[src/pkg/idm_pkg.sv]
package idm_pkg;

    localparam int NUM_SFR   = 33;
    localparam int SFR_IDX_W = 6;

    // Internal data space layout
    localparam logic [7:0] BIT_AREA_BASE = 8'h20;
    localparam logic [7:0] UNDEF_READ    = 8'h00;
    localparam int         STATUS_BANK_LSB = 3;

    // Slot numbers of registers the block's own logic uses
    localparam int SLOT_PORT0   = 0;
    localparam int SLOT_STACK   = 1;
    localparam int SLOT_DP0_LO  = 2;
    localparam int SLOT_DP0_HI  = 3;
    localparam int SLOT_DP1_LO  = 4;
    localparam int SLOT_DP1_HI  = 5;
    localparam int SLOT_STRETCH = 14;
    localparam int SLOT_PORT1   = 15;
    localparam int SLOT_PTRSEL  = 16;
    localparam int SLOT_PORT2   = 23;
    localparam int SLOT_PORT3   = 27;
    localparam int SLOT_STATUS  = 32;

    // Register offsets, one per slot
    localparam logic [7:0] SFR_ADDR [NUM_SFR] = '{
        8'h80, 8'h81, 8'h82, 8'h83, 8'h84, 8'h85, 8'h86, 8'h87,
        8'h88, 8'h89, 8'h8A, 8'h8B, 8'h8C, 8'h8D, 8'h8E, 8'h90,
        8'h92, 8'h98, 8'h99, 8'h9A, 8'h9B, 8'h9C, 8'h9D, 8'hA0,
        8'hA8, 8'hA9, 8'hAA, 8'hB0, 8'hB8, 8'hB9, 8'hBA, 8'hBB,
        8'hD0
    };

    // Reset values, one per slot
    localparam logic [7:0] SFR_RESET [NUM_SFR] = '{
        8'hFF, 8'h07, 8'h00, 8'h00, 8'h00, 8'h00, 8'h00, 8'h00,
        8'h00, 8'h00, 8'h00, 8'h00, 8'h00, 8'h00, 8'h01, 8'hFF,
        8'h00, 8'h00, 8'h00, 8'h00, 8'h00, 8'h00, 8'h00, 8'h00,
        8'h00, 8'h00, 8'hD9, 8'hFF, 8'h00, 8'h00, 8'h03, 8'h03,
        8'h00
    };

    typedef enum logic [2:0] {
        ACC_DIRECT,
        ACC_INDIRECT,
        ACC_WORKREG,
        ACC_BIT,
        ACC_PUSH,
        ACC_POP
    } idm_mode_e;

    typedef struct packed {
        logic       valid;
        logic       write;
        idm_mode_e  mode;
        logic [7:0] addr;
        logic [7:0] wdata;
        logic       bit_val;
    } idm_req_s;

    typedef struct packed {
        logic       valid;
        logic       mapped;
        logic [7:0] rdata;
        logic       bit_val;
    } idm_rsp_s;

endpackage

[src/design/idm_data_space.sv]
`timescale 1ns/1ns
// Functional notes
// - The data space has 256 bytes on one 8-bit address, reached directly or indirectly.
// - Direct and bit accesses to the upper half go to the register area, reachable no other way.
// - Indirect accesses to the upper half reach a separate 128-byte RAM block.
// - The lower 128 bytes behave the same through direct or indirect access.
// - The lowest 32 bytes are four banks of eight working registers chosen by two status bits.
// - Bytes 0x20 to 0x2F are also single-bit addressable as bit addresses 0x00 to 0x7F.
// - Reading an unimplemented register gives an undefined value; writing it changes nothing.
// - Registers at multiples of eight take bit access; others take byte access only.
// - Every register loads its listed reset value on reset.
// - Serial reload registers reset to low 0xD9, high 0x03, and second high 0x03.
// - Bank select 00 to 11 places the bank at 0x00, 0x08, 0x10 or 0x18.
// - The stack pointer is raised before a push writes, so the first byte lands at 0x08.
// - Bit 0 of the pointer select register picks data pointer 0 or 1.
module idm_data_space (
    input  wire logic              CLK,
    input  wire logic              ARST_N,
    input  wire idm_pkg::idm_req_s REQ,
    output idm_pkg::idm_rsp_s      RSP,
    output logic [1:0]             BANK_SEL,
    output logic [7:0]             STACK_PTR,
    output logic [15:0]            DATA_PTR,
    output logic [2:0]             STRETCH,
    output logic [7:0]             PORT0,
    output logic [7:0]             PORT1,
    output logic [7:0]             PORT2,
    output logic [7:0]             PORT3
);
    import idm_pkg::*;

    logic [7:0]           iram [256];
    logic [7:0]           sfr  [NUM_SFR];
    logic [7:0]           eff_addr;
    logic                 use_sfr;
    logic                 bit_op;
    logic [2:0]           bit_pos;
    logic                 stack_inc;
    logic                 stack_dec;
    logic                 sfr_hit;
    logic [SFR_IDX_W-1:0] sfr_idx;
    logic [7:0]           cur_byte;
    logic [7:0]           wr_byte;
    logic                 do_wr;
    logic                 ram_we;
    logic                 sfr_we;
    logic [1:0]           bank;
    logic [NUM_SFR-1:0]   slot_hit;
    logic [NUM_SFR-1:0]   slot_we;
    logic [7:0]           next_sfr [NUM_SFR];
    logic [7:0]           next_stack;
    logic [7:0]           merged_byte;
    logic                 is_write;
    logic                 is_push;
    logic                 is_pop;

    assign bank = sfr[SLOT_STATUS][STATUS_BANK_LSB +: 2];

    // Address steering per access mode
    always_comb begin
        eff_addr = REQ.addr;
        use_sfr  = 1'b0;
        bit_op   = 1'b0;
        bit_pos  = 3'h0;
        stack_inc = 1'b0;
        stack_dec = 1'b0;
        unique case (REQ.mode)
            ACC_DIRECT: begin
                use_sfr = REQ.addr[7];
            end
            ACC_INDIRECT: begin
                use_sfr = 1'b0;
            end
            ACC_WORKREG: begin
                eff_addr = {3'h0, bank, REQ.addr[2:0]};
            end
            ACC_BIT: begin
                bit_op  = 1'b1;
                bit_pos = REQ.addr[2:0];
                if (REQ.addr[7]) begin
                    use_sfr  = 1'b1;
                    eff_addr = {REQ.addr[7:3], 3'h0};
                end else begin
                    eff_addr = BIT_AREA_BASE | {4'h0, REQ.addr[6:3]};
                end
            end
            ACC_PUSH: begin
                eff_addr = 8'(sfr[SLOT_STACK] + 8'h01);
                stack_inc = REQ.valid;
            end
            ACC_POP: begin
                eff_addr = sfr[SLOT_STACK];
                stack_dec = REQ.valid;
            end
            default: begin
                eff_addr = REQ.addr;
            end
        endcase
    end

    // Register lookup; only listed offsets are implemented
    always_comb begin
        sfr_hit = 1'b0;
        sfr_idx = '0;
        for (int i = 0; i < NUM_SFR; i++) begin
            if (use_sfr && eff_addr == SFR_ADDR[i]) begin
                sfr_hit = 1'b1;
                sfr_idx = SFR_IDX_W'(i);
            end
        end
    end

    // Current byte, from a register or the RAM
    always_comb begin
        if (use_sfr) begin
            cur_byte = sfr_hit ? sfr[sfr_idx] : UNDEF_READ;
        end else begin
            cur_byte = iram[eff_addr];
        end
    end

    // Bit merge, one lane per bit of the byte
    generate
        for (genvar k = 0; k < 8; k++) begin : g_merge
            assign merged_byte[k] = (bit_pos == 3'(k)) ? REQ.bit_val : cur_byte[k];
        end
    endgenerate

    // Byte to write: whole byte, or the byte with one bit replaced
    always_comb begin
        wr_byte = bit_op ? merged_byte : REQ.wdata;
    end

    // Access kind decode; a pop never writes, a push always does
    always_comb begin
        is_push  = REQ.valid && (REQ.mode == ACC_PUSH);
        is_pop   = REQ.valid && (REQ.mode == ACC_POP);
        is_write = REQ.valid && REQ.write && !is_pop;
    end

    assign do_wr  = is_push || is_write;
    assign ram_we = do_wr && !use_sfr;
    assign sfr_we = do_wr && use_sfr && sfr_hit;

    // Per-slot hit and write enable
    generate
        for (genvar h = 0; h < NUM_SFR; h++) begin : g_hit
            assign slot_hit[h] = use_sfr && (eff_addr == SFR_ADDR[h]);
            assign slot_we[h]  = sfr_we && slot_hit[h];
        end
    endgenerate

    // Stack pointer next value, wrapping modulo 256
    always_comb begin
        next_stack = sfr[SLOT_STACK];
        if (stack_inc) begin
            next_stack = 8'(sfr[SLOT_STACK] + 8'h01);
        end else if (stack_dec) begin
            next_stack = 8'(sfr[SLOT_STACK] - 8'h01);
        end
    end

    // Next value per register slot
    generate
        for (genvar n = 0; n < NUM_SFR; n++) begin : g_next
            always_comb begin
                if (slot_we[n]) begin
                    next_sfr[n] = wr_byte;
                end else if (n == SLOT_STACK) begin
                    next_sfr[n] = next_stack;
                end else begin
                    next_sfr[n] = sfr[n];
                end
            end
        end
    endgenerate

    // General RAM, no reset
    always_ff @(posedge CLK) begin
        if (ram_we) begin
            iram[eff_addr] <= wr_byte;
        end
    end

    // One flip-flop byte per implemented register
    generate
        for (genvar g = 0; g < NUM_SFR; g++) begin : g_sfr
            always_ff @(posedge CLK or negedge ARST_N) begin
                if (!ARST_N) begin
                    sfr[g] <= SFR_RESET[g];
                end else begin
                    sfr[g] <= next_sfr[g];
                end
            end
        end
    endgenerate

    // Registered answer, one cycle after the request
    always_ff @(posedge CLK or negedge ARST_N) begin
        if (!ARST_N) begin
            RSP <= '0;
        end else begin
            RSP.valid   <= REQ.valid;
            RSP.mapped  <= REQ.valid && (!use_sfr || sfr_hit);
            RSP.rdata   <= REQ.valid ? cur_byte : 8'h00;
            RSP.bit_val <= REQ.valid && cur_byte[bit_pos];
        end
    end

    // Active data pointer, registered copy
    always_ff @(posedge CLK or negedge ARST_N) begin
        if (!ARST_N) begin
            DATA_PTR <= 16'h0000;
        end else if (sfr[SLOT_PTRSEL][0]) begin
            DATA_PTR <= {sfr[SLOT_DP1_HI], sfr[SLOT_DP1_LO]};
        end else begin
            DATA_PTR <= {sfr[SLOT_DP0_HI], sfr[SLOT_DP0_LO]};
        end
    end

    assign BANK_SEL  = bank;
    assign STACK_PTR = sfr[SLOT_STACK];
    assign STRETCH   = sfr[SLOT_STRETCH][2:0];
    assign PORT0     = sfr[SLOT_PORT0];
    assign PORT1     = sfr[SLOT_PORT1];
    assign PORT2     = sfr[SLOT_PORT2];
    assign PORT3     = sfr[SLOT_PORT3];

endmodule // idm_data_space

[config.mk]
export PLATFORM = sky130hd
export DESIGN_NAME = idm_data_space
export DESIGN_NICKNAME = d
export VERILOG_FILES = /design/src/pkg/idm_pkg.sv /design/src/design/idm_data_space.sv
export SDC_FILE = /design/constraint.sdc
export NUM_CORES = 2
export LEC_CHECK = 0
export BUFFER_PORTS_ARGS = -buffer_cell sky130_fd_sc_hd__buf_2
export CAP_MARGIN = 40
export CORE_MARGIN = 3
export CORE_UTILIZATION = 49
export DETAILED_ROUTE_END_ITERATION = 6
export PLACE_DENSITY_LB_ADDON = 0.25
export SETUP_SLACK_MARGIN = 0.02
export SYNTH_ARGS = -nofsm -noshare
export SYNTH_HDL_FRONTEND = slang
export SYNTH_SLANG_ARGS = --single-unit
[constraint.sdc]
create_clock -name CLK -period 10.3 [get_ports CLK]
set_clock_uncertainty 0.15 [all_clocks]
set_input_delay 0.515 -clock CLK [delete_from_list [all_inputs] [get_ports CLK]]
set_output_delay 0.515 -clock CLK [all_outputs]
set_load 0.05 [all_outputs]
---- Word level (Yosys, flattened, before mapping) ----
Memories as Yosys holds them, arrays and structs flattened.
Cells that the tools add are included.
storage, ports and cells
  flip-flop bits (word level) ............. 291
  word-level logic and storage cells ...... 266
  RAM bits ................................ 2048
  memories kept ........................... 1
memories
  memory  words  bits a word  rd ports  clocked after Yosys merged registers in  write ports  RTL line              text
  iram    256    8            1         0                                        1            idm_data_space.sv:32  logic [7:0] iram [256];
operators by class
  add/sub/neg operators ................... 2
  reduce and logical (&&, ||, !) cells .... 82
  mux-type cells .......................... 96
  $lt $le $gt $ge ......................... 2
  bitwise operators ....................... 1
  eq/ne operators ......................... 44
operators by type and width
  cell                   number
  $eq A8 B8 Y1 const B   33
  $mux W6                25
  $mux W8                10
  $logic_and A1 B1 Y1    75
  $mux W1                49
  $bmux W8 S6            1
  $pmux W8 S4            1
  $eq A3 B3 Y1 const B   6
  $mux W16               1
  $mux W3                5
  $eq A3 B2 Y1 const B   4
  $add A8 B1 Y8 const B  1
  $sub A8 B1 Y8 const B  1
  $ge A7 B7 Y1 const B   1
  $not A6 Y7             1
  $logic_not A3 Y1       2
  $lt A3 B4 Y1 const B   1
  $mux W2                2
  $bmux W1 S3            1
  $eq A3 B1 Y1 const B   1
  $reduce_bool A3 Y1     1
  $logic_not A1 Y1       2
  $logic_or A1 B1 Y1     2
  $pmux W1 S2            1

---- Depth between registers and ports, before layout ----
  depth in word-level cells ............... 45
  depth in mapped cells ................... 24

---- Worst setup path before layout ----
No wires, ideal clock.
  kind .................................... reg-to-reg
  start ................................... register sfr, in the netlist STACK_PTR[0]
  end ..................................... memory iram[0][7], data pin
  required time ........................... 9.117 ns
  slack ................................... 1.239 ns
  arrival time ............................ 7.878 ns
  cell stages (with the launch flop) ...... 21
  buffers on the path ..................... 5
  cell sequence ........................... dfstp_2 > inv_2 > ha_1 > mux2_2 > o221ai_2 > and2_1 > buf_4 > nand2_1 > nor4_2 > or4_1 > buf_4 > buf_6 > buf_8 > buf_6 > nand2_1 > nand3_1 > a211oi_1 > or4_1 > o21ai_1 > a31oi_1 > a21oi_2
on the way
  longest elaborated chain between the ends .. 44
RTL lines
  element                                      RTL line               text
  start: declaration                           idm_data_space.sv:33   logic [7:0] sfr [NUM_SFR];
  start signal: indexed assignment             idm_data_space.sv:190  sfr[g] <= SFR_RESET[g];
  start signal: indexed assignment             idm_data_space.sv:192  sfr[g] <= next_sfr[g];
  $add A8 B1 Y8                                idm_data_space.sv:88   eff_addr = 8'(sfr[SLOT_STACK] + 8'h01);
  $pmux W8 S4 *                                idm_data_space.sv:67   unique case (REQ.mode)
  $eq A8 B8 Y1                                 idm_data_space.sv:106  if (use_sfr && eff_addr == SFR_ADDR[i]) begin
  $logic_and A1 B1 Y1                          idm_data_space.sv:106
  $mux W1                                      idm_data_space.sv:106
  $mux W2 (2 in series)                        idm_data_space.sv:106
  $mux W3 (4 in series)                        idm_data_space.sv:106
  $mux W6 (25 in series)                       idm_data_space.sv:106
  $not A6 Y7 (implied by the code)             idm_data_space.sv:116  cur_byte = sfr_hit ? sfr[sfr_idx] : UNDEF_READ;
  $bmux W8 S6                                  idm_data_space.sv:116
  $mux W8 (implied by the code) (2 in series)  idm_data_space.sv:116
  $mux W8                                      idm_data_space.sv:116
  $mux W8 *                                    idm_data_space.sv:115  if (use_sfr) begin
  $mux W1 *                                    idm_data_space.sv:125  assign merged_byte[k] = (bit_pos == 3'(k)) ? REQ.bit_val : cur_byte[k];
  $mux W8 *                                    idm_data_space.sv:131  wr_byte = bit_op ? merged_byte : REQ.wdata;
  net wr_byte[7]                               idm_data_space.sv:43   logic [7:0] wr_byte;
  end: declaration                             idm_data_space.sv:32
The timed path passes the listed nets; every way through them passes the cells marked *. The select of a mux whose other input is x is not followed.

---- Worst setup path after layout ----
  start ................................... register sfr, in the netlist STACK_PTR[0]
  end ..................................... memory iram[85][0], data pin
on the way
  longest elaborated chain between the ends .. 44
RTL lines
  element                                      RTL line
  $add A8 B1 Y8                                idm_data_space.sv:88
  $pmux W8 S4                                  idm_data_space.sv:67
  $eq A8 B8 Y1                                 idm_data_space.sv:106
  $logic_and A1 B1 Y1                          idm_data_space.sv:106
  $mux W1                                      idm_data_space.sv:106
  $mux W2 (2 in series)                        idm_data_space.sv:106
  $mux W3 (4 in series)                        idm_data_space.sv:106
  $mux W6 (25 in series)                       idm_data_space.sv:106
  $not A6 Y7 (implied by the code)             idm_data_space.sv:116
  $bmux W8 S6                                  idm_data_space.sv:116
  $mux W8 (implied by the code) (2 in series)  idm_data_space.sv:116
  $mux W8                                      idm_data_space.sv:116
  $mux W8 *                                    idm_data_space.sv:115
  $mux W1 *                                    idm_data_space.sv:125
  $mux W8 *                                    idm_data_space.sv:131
  net wr_byte[0]                               idm_data_space.sv:43
Marks and branches as above.

==> impl_results.md <==
* Vias in the first global route at approximately 64000
* Failing checks: design-rule violations
* Cell taking the most area after synthesis: edfxtp_1
* Syn nets at just under 8000
* Yosys top cell area share at a little over three fifths
* Sequential share of the synthesized area at between 70% and 80%
* Post-Syn Instances at 7700
* Rows at around 160
* Peak Freq at roughly 110 MHz
* Hpwl dp at approximately 200000 µm
* Ys flop type: edfxtp_1
* Fraction of layout cells with a size suffix above 1 at about an eighth
* WL final at ~320000 µm
* Vias/cell at 6.43
* Status: finished with violations
* TNS Setup at 0 ns
* Critical Path RT at around 11 ns
* CP startpoint kind: flop
* Post-synthesis to final-layout area growth at 12.5%
* Pin count of the biggest net entering global routing at 162
* DRC viols at 1
* Sw frac at between 20% and 30%
* Sw power at 6.61 mW
* Min-Delay Path Class: in -> reg
* Final hold vios at 0
* Post-Syn Area per Cell at 12.7 µm²
* RSZ-0062 raised after global routing: false
* Setup ws final at between 1 and 1.5 ns
* CTS Buffer Depth at 3
* Tmin final at ~8.9 ns
* Leak at roughly 39 nW
* DIE WIDTH at about 450 µm
* Initial Util at approximately half
* H-Tree Depth at 4
* Post-CTS Hold Buffers at 5
* Worst path arrival time at around 9.2 ns
* Pwr dens at between 200 and 250 nW/µm²
* Worst slew margin at 28.5%
* Root buf cell: clkbuf_16
* Clock sinks at between 2000 and 2500
* Clock transition at path regs at around 0.060 ns
* Post-CTS sizing at 0
* Worst-margin pin slew at around 1.1 ns
* Internal power at between 15 and 20 mW
* Clk_lat worst skew at approximately 0.9 ns
* Synth Warn # at 0
* Critical path type: reg -> reg
* Antenna-violating nets left at 0
* Port Buf Inserts at between 90 and 100
* Drt pass-1 iters at 7
* TritonCTS clock tree: built
* DIE AREA at 204000 µm²
* Setup violators final at 0
* Grt total ovfl at 0
* CP max FO at 74
* RD Place Congestion at 0.945
* First-pass GRT wire length at between 400000 and 500000 µm
* Final Hold Slack at between 0.07 and 0.08 ns
* DP Worst Slack at about 1.4 ns
* Number of buffers created by CTS at ~230
* Post-route clock period utilization at 85.9%
* DR vias at ~69000
* Peak supply drop at roughly 0.21 mV
* Wire length per cell at approximately 30 µm
* Clk pwr share at 36.1%
* Combinational power share at about 17%
* I/O pin total at 96
* DRT iter0 DRCs at 11000
* Initial antenna violation count at 10
* Critical path endpoint category: flop
* Distinct cells, synth at between 100 and 150
* Nets@finish at ~7900
* Tot GR Track Use at a little under a third
* Sequential power share at a little under half
* Tot Pwr at between 20 and 25 mW
* Top post-synthesis cells by area: edfxtp_1 63%, nand2_1 7.5%, dfrtp_1 6.5%, nand3_1 2.9%, mux2i_1 2.1%
* EDFF count, synth at between 2000 and 2500
* Max_cap viols at 0
* Asr flop ratio synth at about an eighth
* Die Ht at about 450 µm
* Cell Area, Synth at ~97000 µm²
* Setup bufs post-CTS at 0
* Core Region at ~200000 µm²
* #FFs+latches synth at ~2300
* Max-slew violation count at 0
-- worst paths after layout --
kind / start / endpoint / slack, ns / depth (start not counted)
worst max-delay path: STACK_PTR[0]$_DFFE_PN1P_ / iram[85][0]$_DFFE_PP_ / 1.45 / 16
worst max register to register: STACK_PTR[0]$_DFFE_PN1P_ / iram[85][0]$_DFFE_PP_ / 1.45 / 16
min in group asynchronous: ARST_N / sfr[109]$_DFFE_PN0P_ / 0.22 / 2
worst min register to register: sfr[103]$_DFFE_PN0P_ / sfr[103]$_DFFE_PN0P_ / 0.33 / 2
max in group asynchronous: ARST_N / sfr[9]$_DFFE_PN1P_ / 8.38 / 4
worst min-delay path: REQ[8] / STACK_PTR[7]$_DFFE_PN0P_ / 0.07 / 4
-- flip-flops by register name, summed over array words and instances (netlist names) --
signal     count
PORT2          8
PORT0          8
BANK_SEL       2
STRETCH        3
RSP           11
PORT1          8
DATA_PTR      16
sfr          219
iram        2048
STACK_PTR      8
PORT3          8
-- power by group through the flow --
stage                     sequential (mW)  clock [mW]  combinational (mW)
after floorplan                      10.8           0                2.15
after global placement               10.8           0                3.59
after detailed placement             10.8           0                3.69
after CTS                            10.6        8.18                3.70
after global routing                 10.6        8.54                3.96
final                                10.6        8.13                3.81
-- cells by family after synthesis --
group	Yosys count	share of synthesized area [%]
simple gates	3308	14.7
flops	2339	70.6
compound gates	1103	8.13
buf+inv	642	3.20
mux	294	3.28
xor+xnor	12	0.108
fa+ha+maj	2	0.0257
-- cell type report --
cell class | instances | area (µm²)
inverters | 19 | 111
flip-flops and latches | 2339 | 68800
multi-input cells | 4719 | 25800
repair buffers | 528 | 4400
fillers | 16000 | 87900
diodes | 9 | 22.5
clock inverters | 137 | 1180
clock buffers | 283 | 6040
well taps | 2640 | 3300
-- cells in the final DEF (no fill, tap or decap), types with 119 or more instances in the layout --
cell and instances:
nand2_1 1949, clkbuf_16 229, edfxtp_1 2048, nor2_1 341, a31oi_1 119, a211oi_1 119
o21ai_0 249, and3_1 184, mux2i_1 200, a311oi_1 159, dfrtp_1 254, buf_4 326
nand3_1 563
-- critical path, cell delays in order, from the launching register on --
cell,delay [ns]
dfstp_2,0.67
inv_2,0.08
ha_1,0.33
mux2_2,0.30
o221ai_2,0.57
nand2_4,0.54
nor3_1,0.87
o21a_1,0.39
or4_4,0.65
buf_4,0.38
a311oi_1,0.16
o311a_1,0.42
a221oi_1,0.63
or3_1,0.21
a21o_1,0.59
clkinv_4,0.67
buf_4,0.59
-- per-layer routing --
metal  routed length, µm  global-route usage (%)
met4               19400                    16.5
met5                  20                       0
met2              144000                    46.1
met3               38200                    7.47
met1              123000                    42.4
-- cells in the mapped netlist (15+ instances only) --
cell / n
mux2i_1: 200
buf_1: 77
a311oi_1: 159
o22ai_1: 18
dfrtp_1: 254
o21ai_1: 24
nor4_1: 27
a211oi_1: 126
dfstp_2: 37
clkbuf_1: 223
a2111oi_0: 30
nand2_1: 1952
a21oi_1: 75
edfxtp_1: 2048
nand4_1: 78
o21ai_0: 250
buf_2: 217
buf_4: 96
a311o_1: 19
a32oi_1: 92
a31oi_1: 119
o2111ai_1: 18
a221oi_1: 15
nor2_1: 353
nor3_1: 59
o211ai_1: 25
nand3_1: 570
and3_1: 185
inv_1: 17
mux2_2: 76
-- per-stage QoR --
step | util, % | instance area (µm²) | cells
6_report | 55.5 | 110000 | 10700
4_1_cts | 55.5 | 110000 | 10700
2_1_floorplan | - | 97500 | 7700
3_5_place_dp | 51.8 | 102000 | 10200
5_1_grt | 55.5 | 110000 | 10700
3_3_place_gp | 50.7 | 100000 | 9989
(Power assumes the default switching activity.)
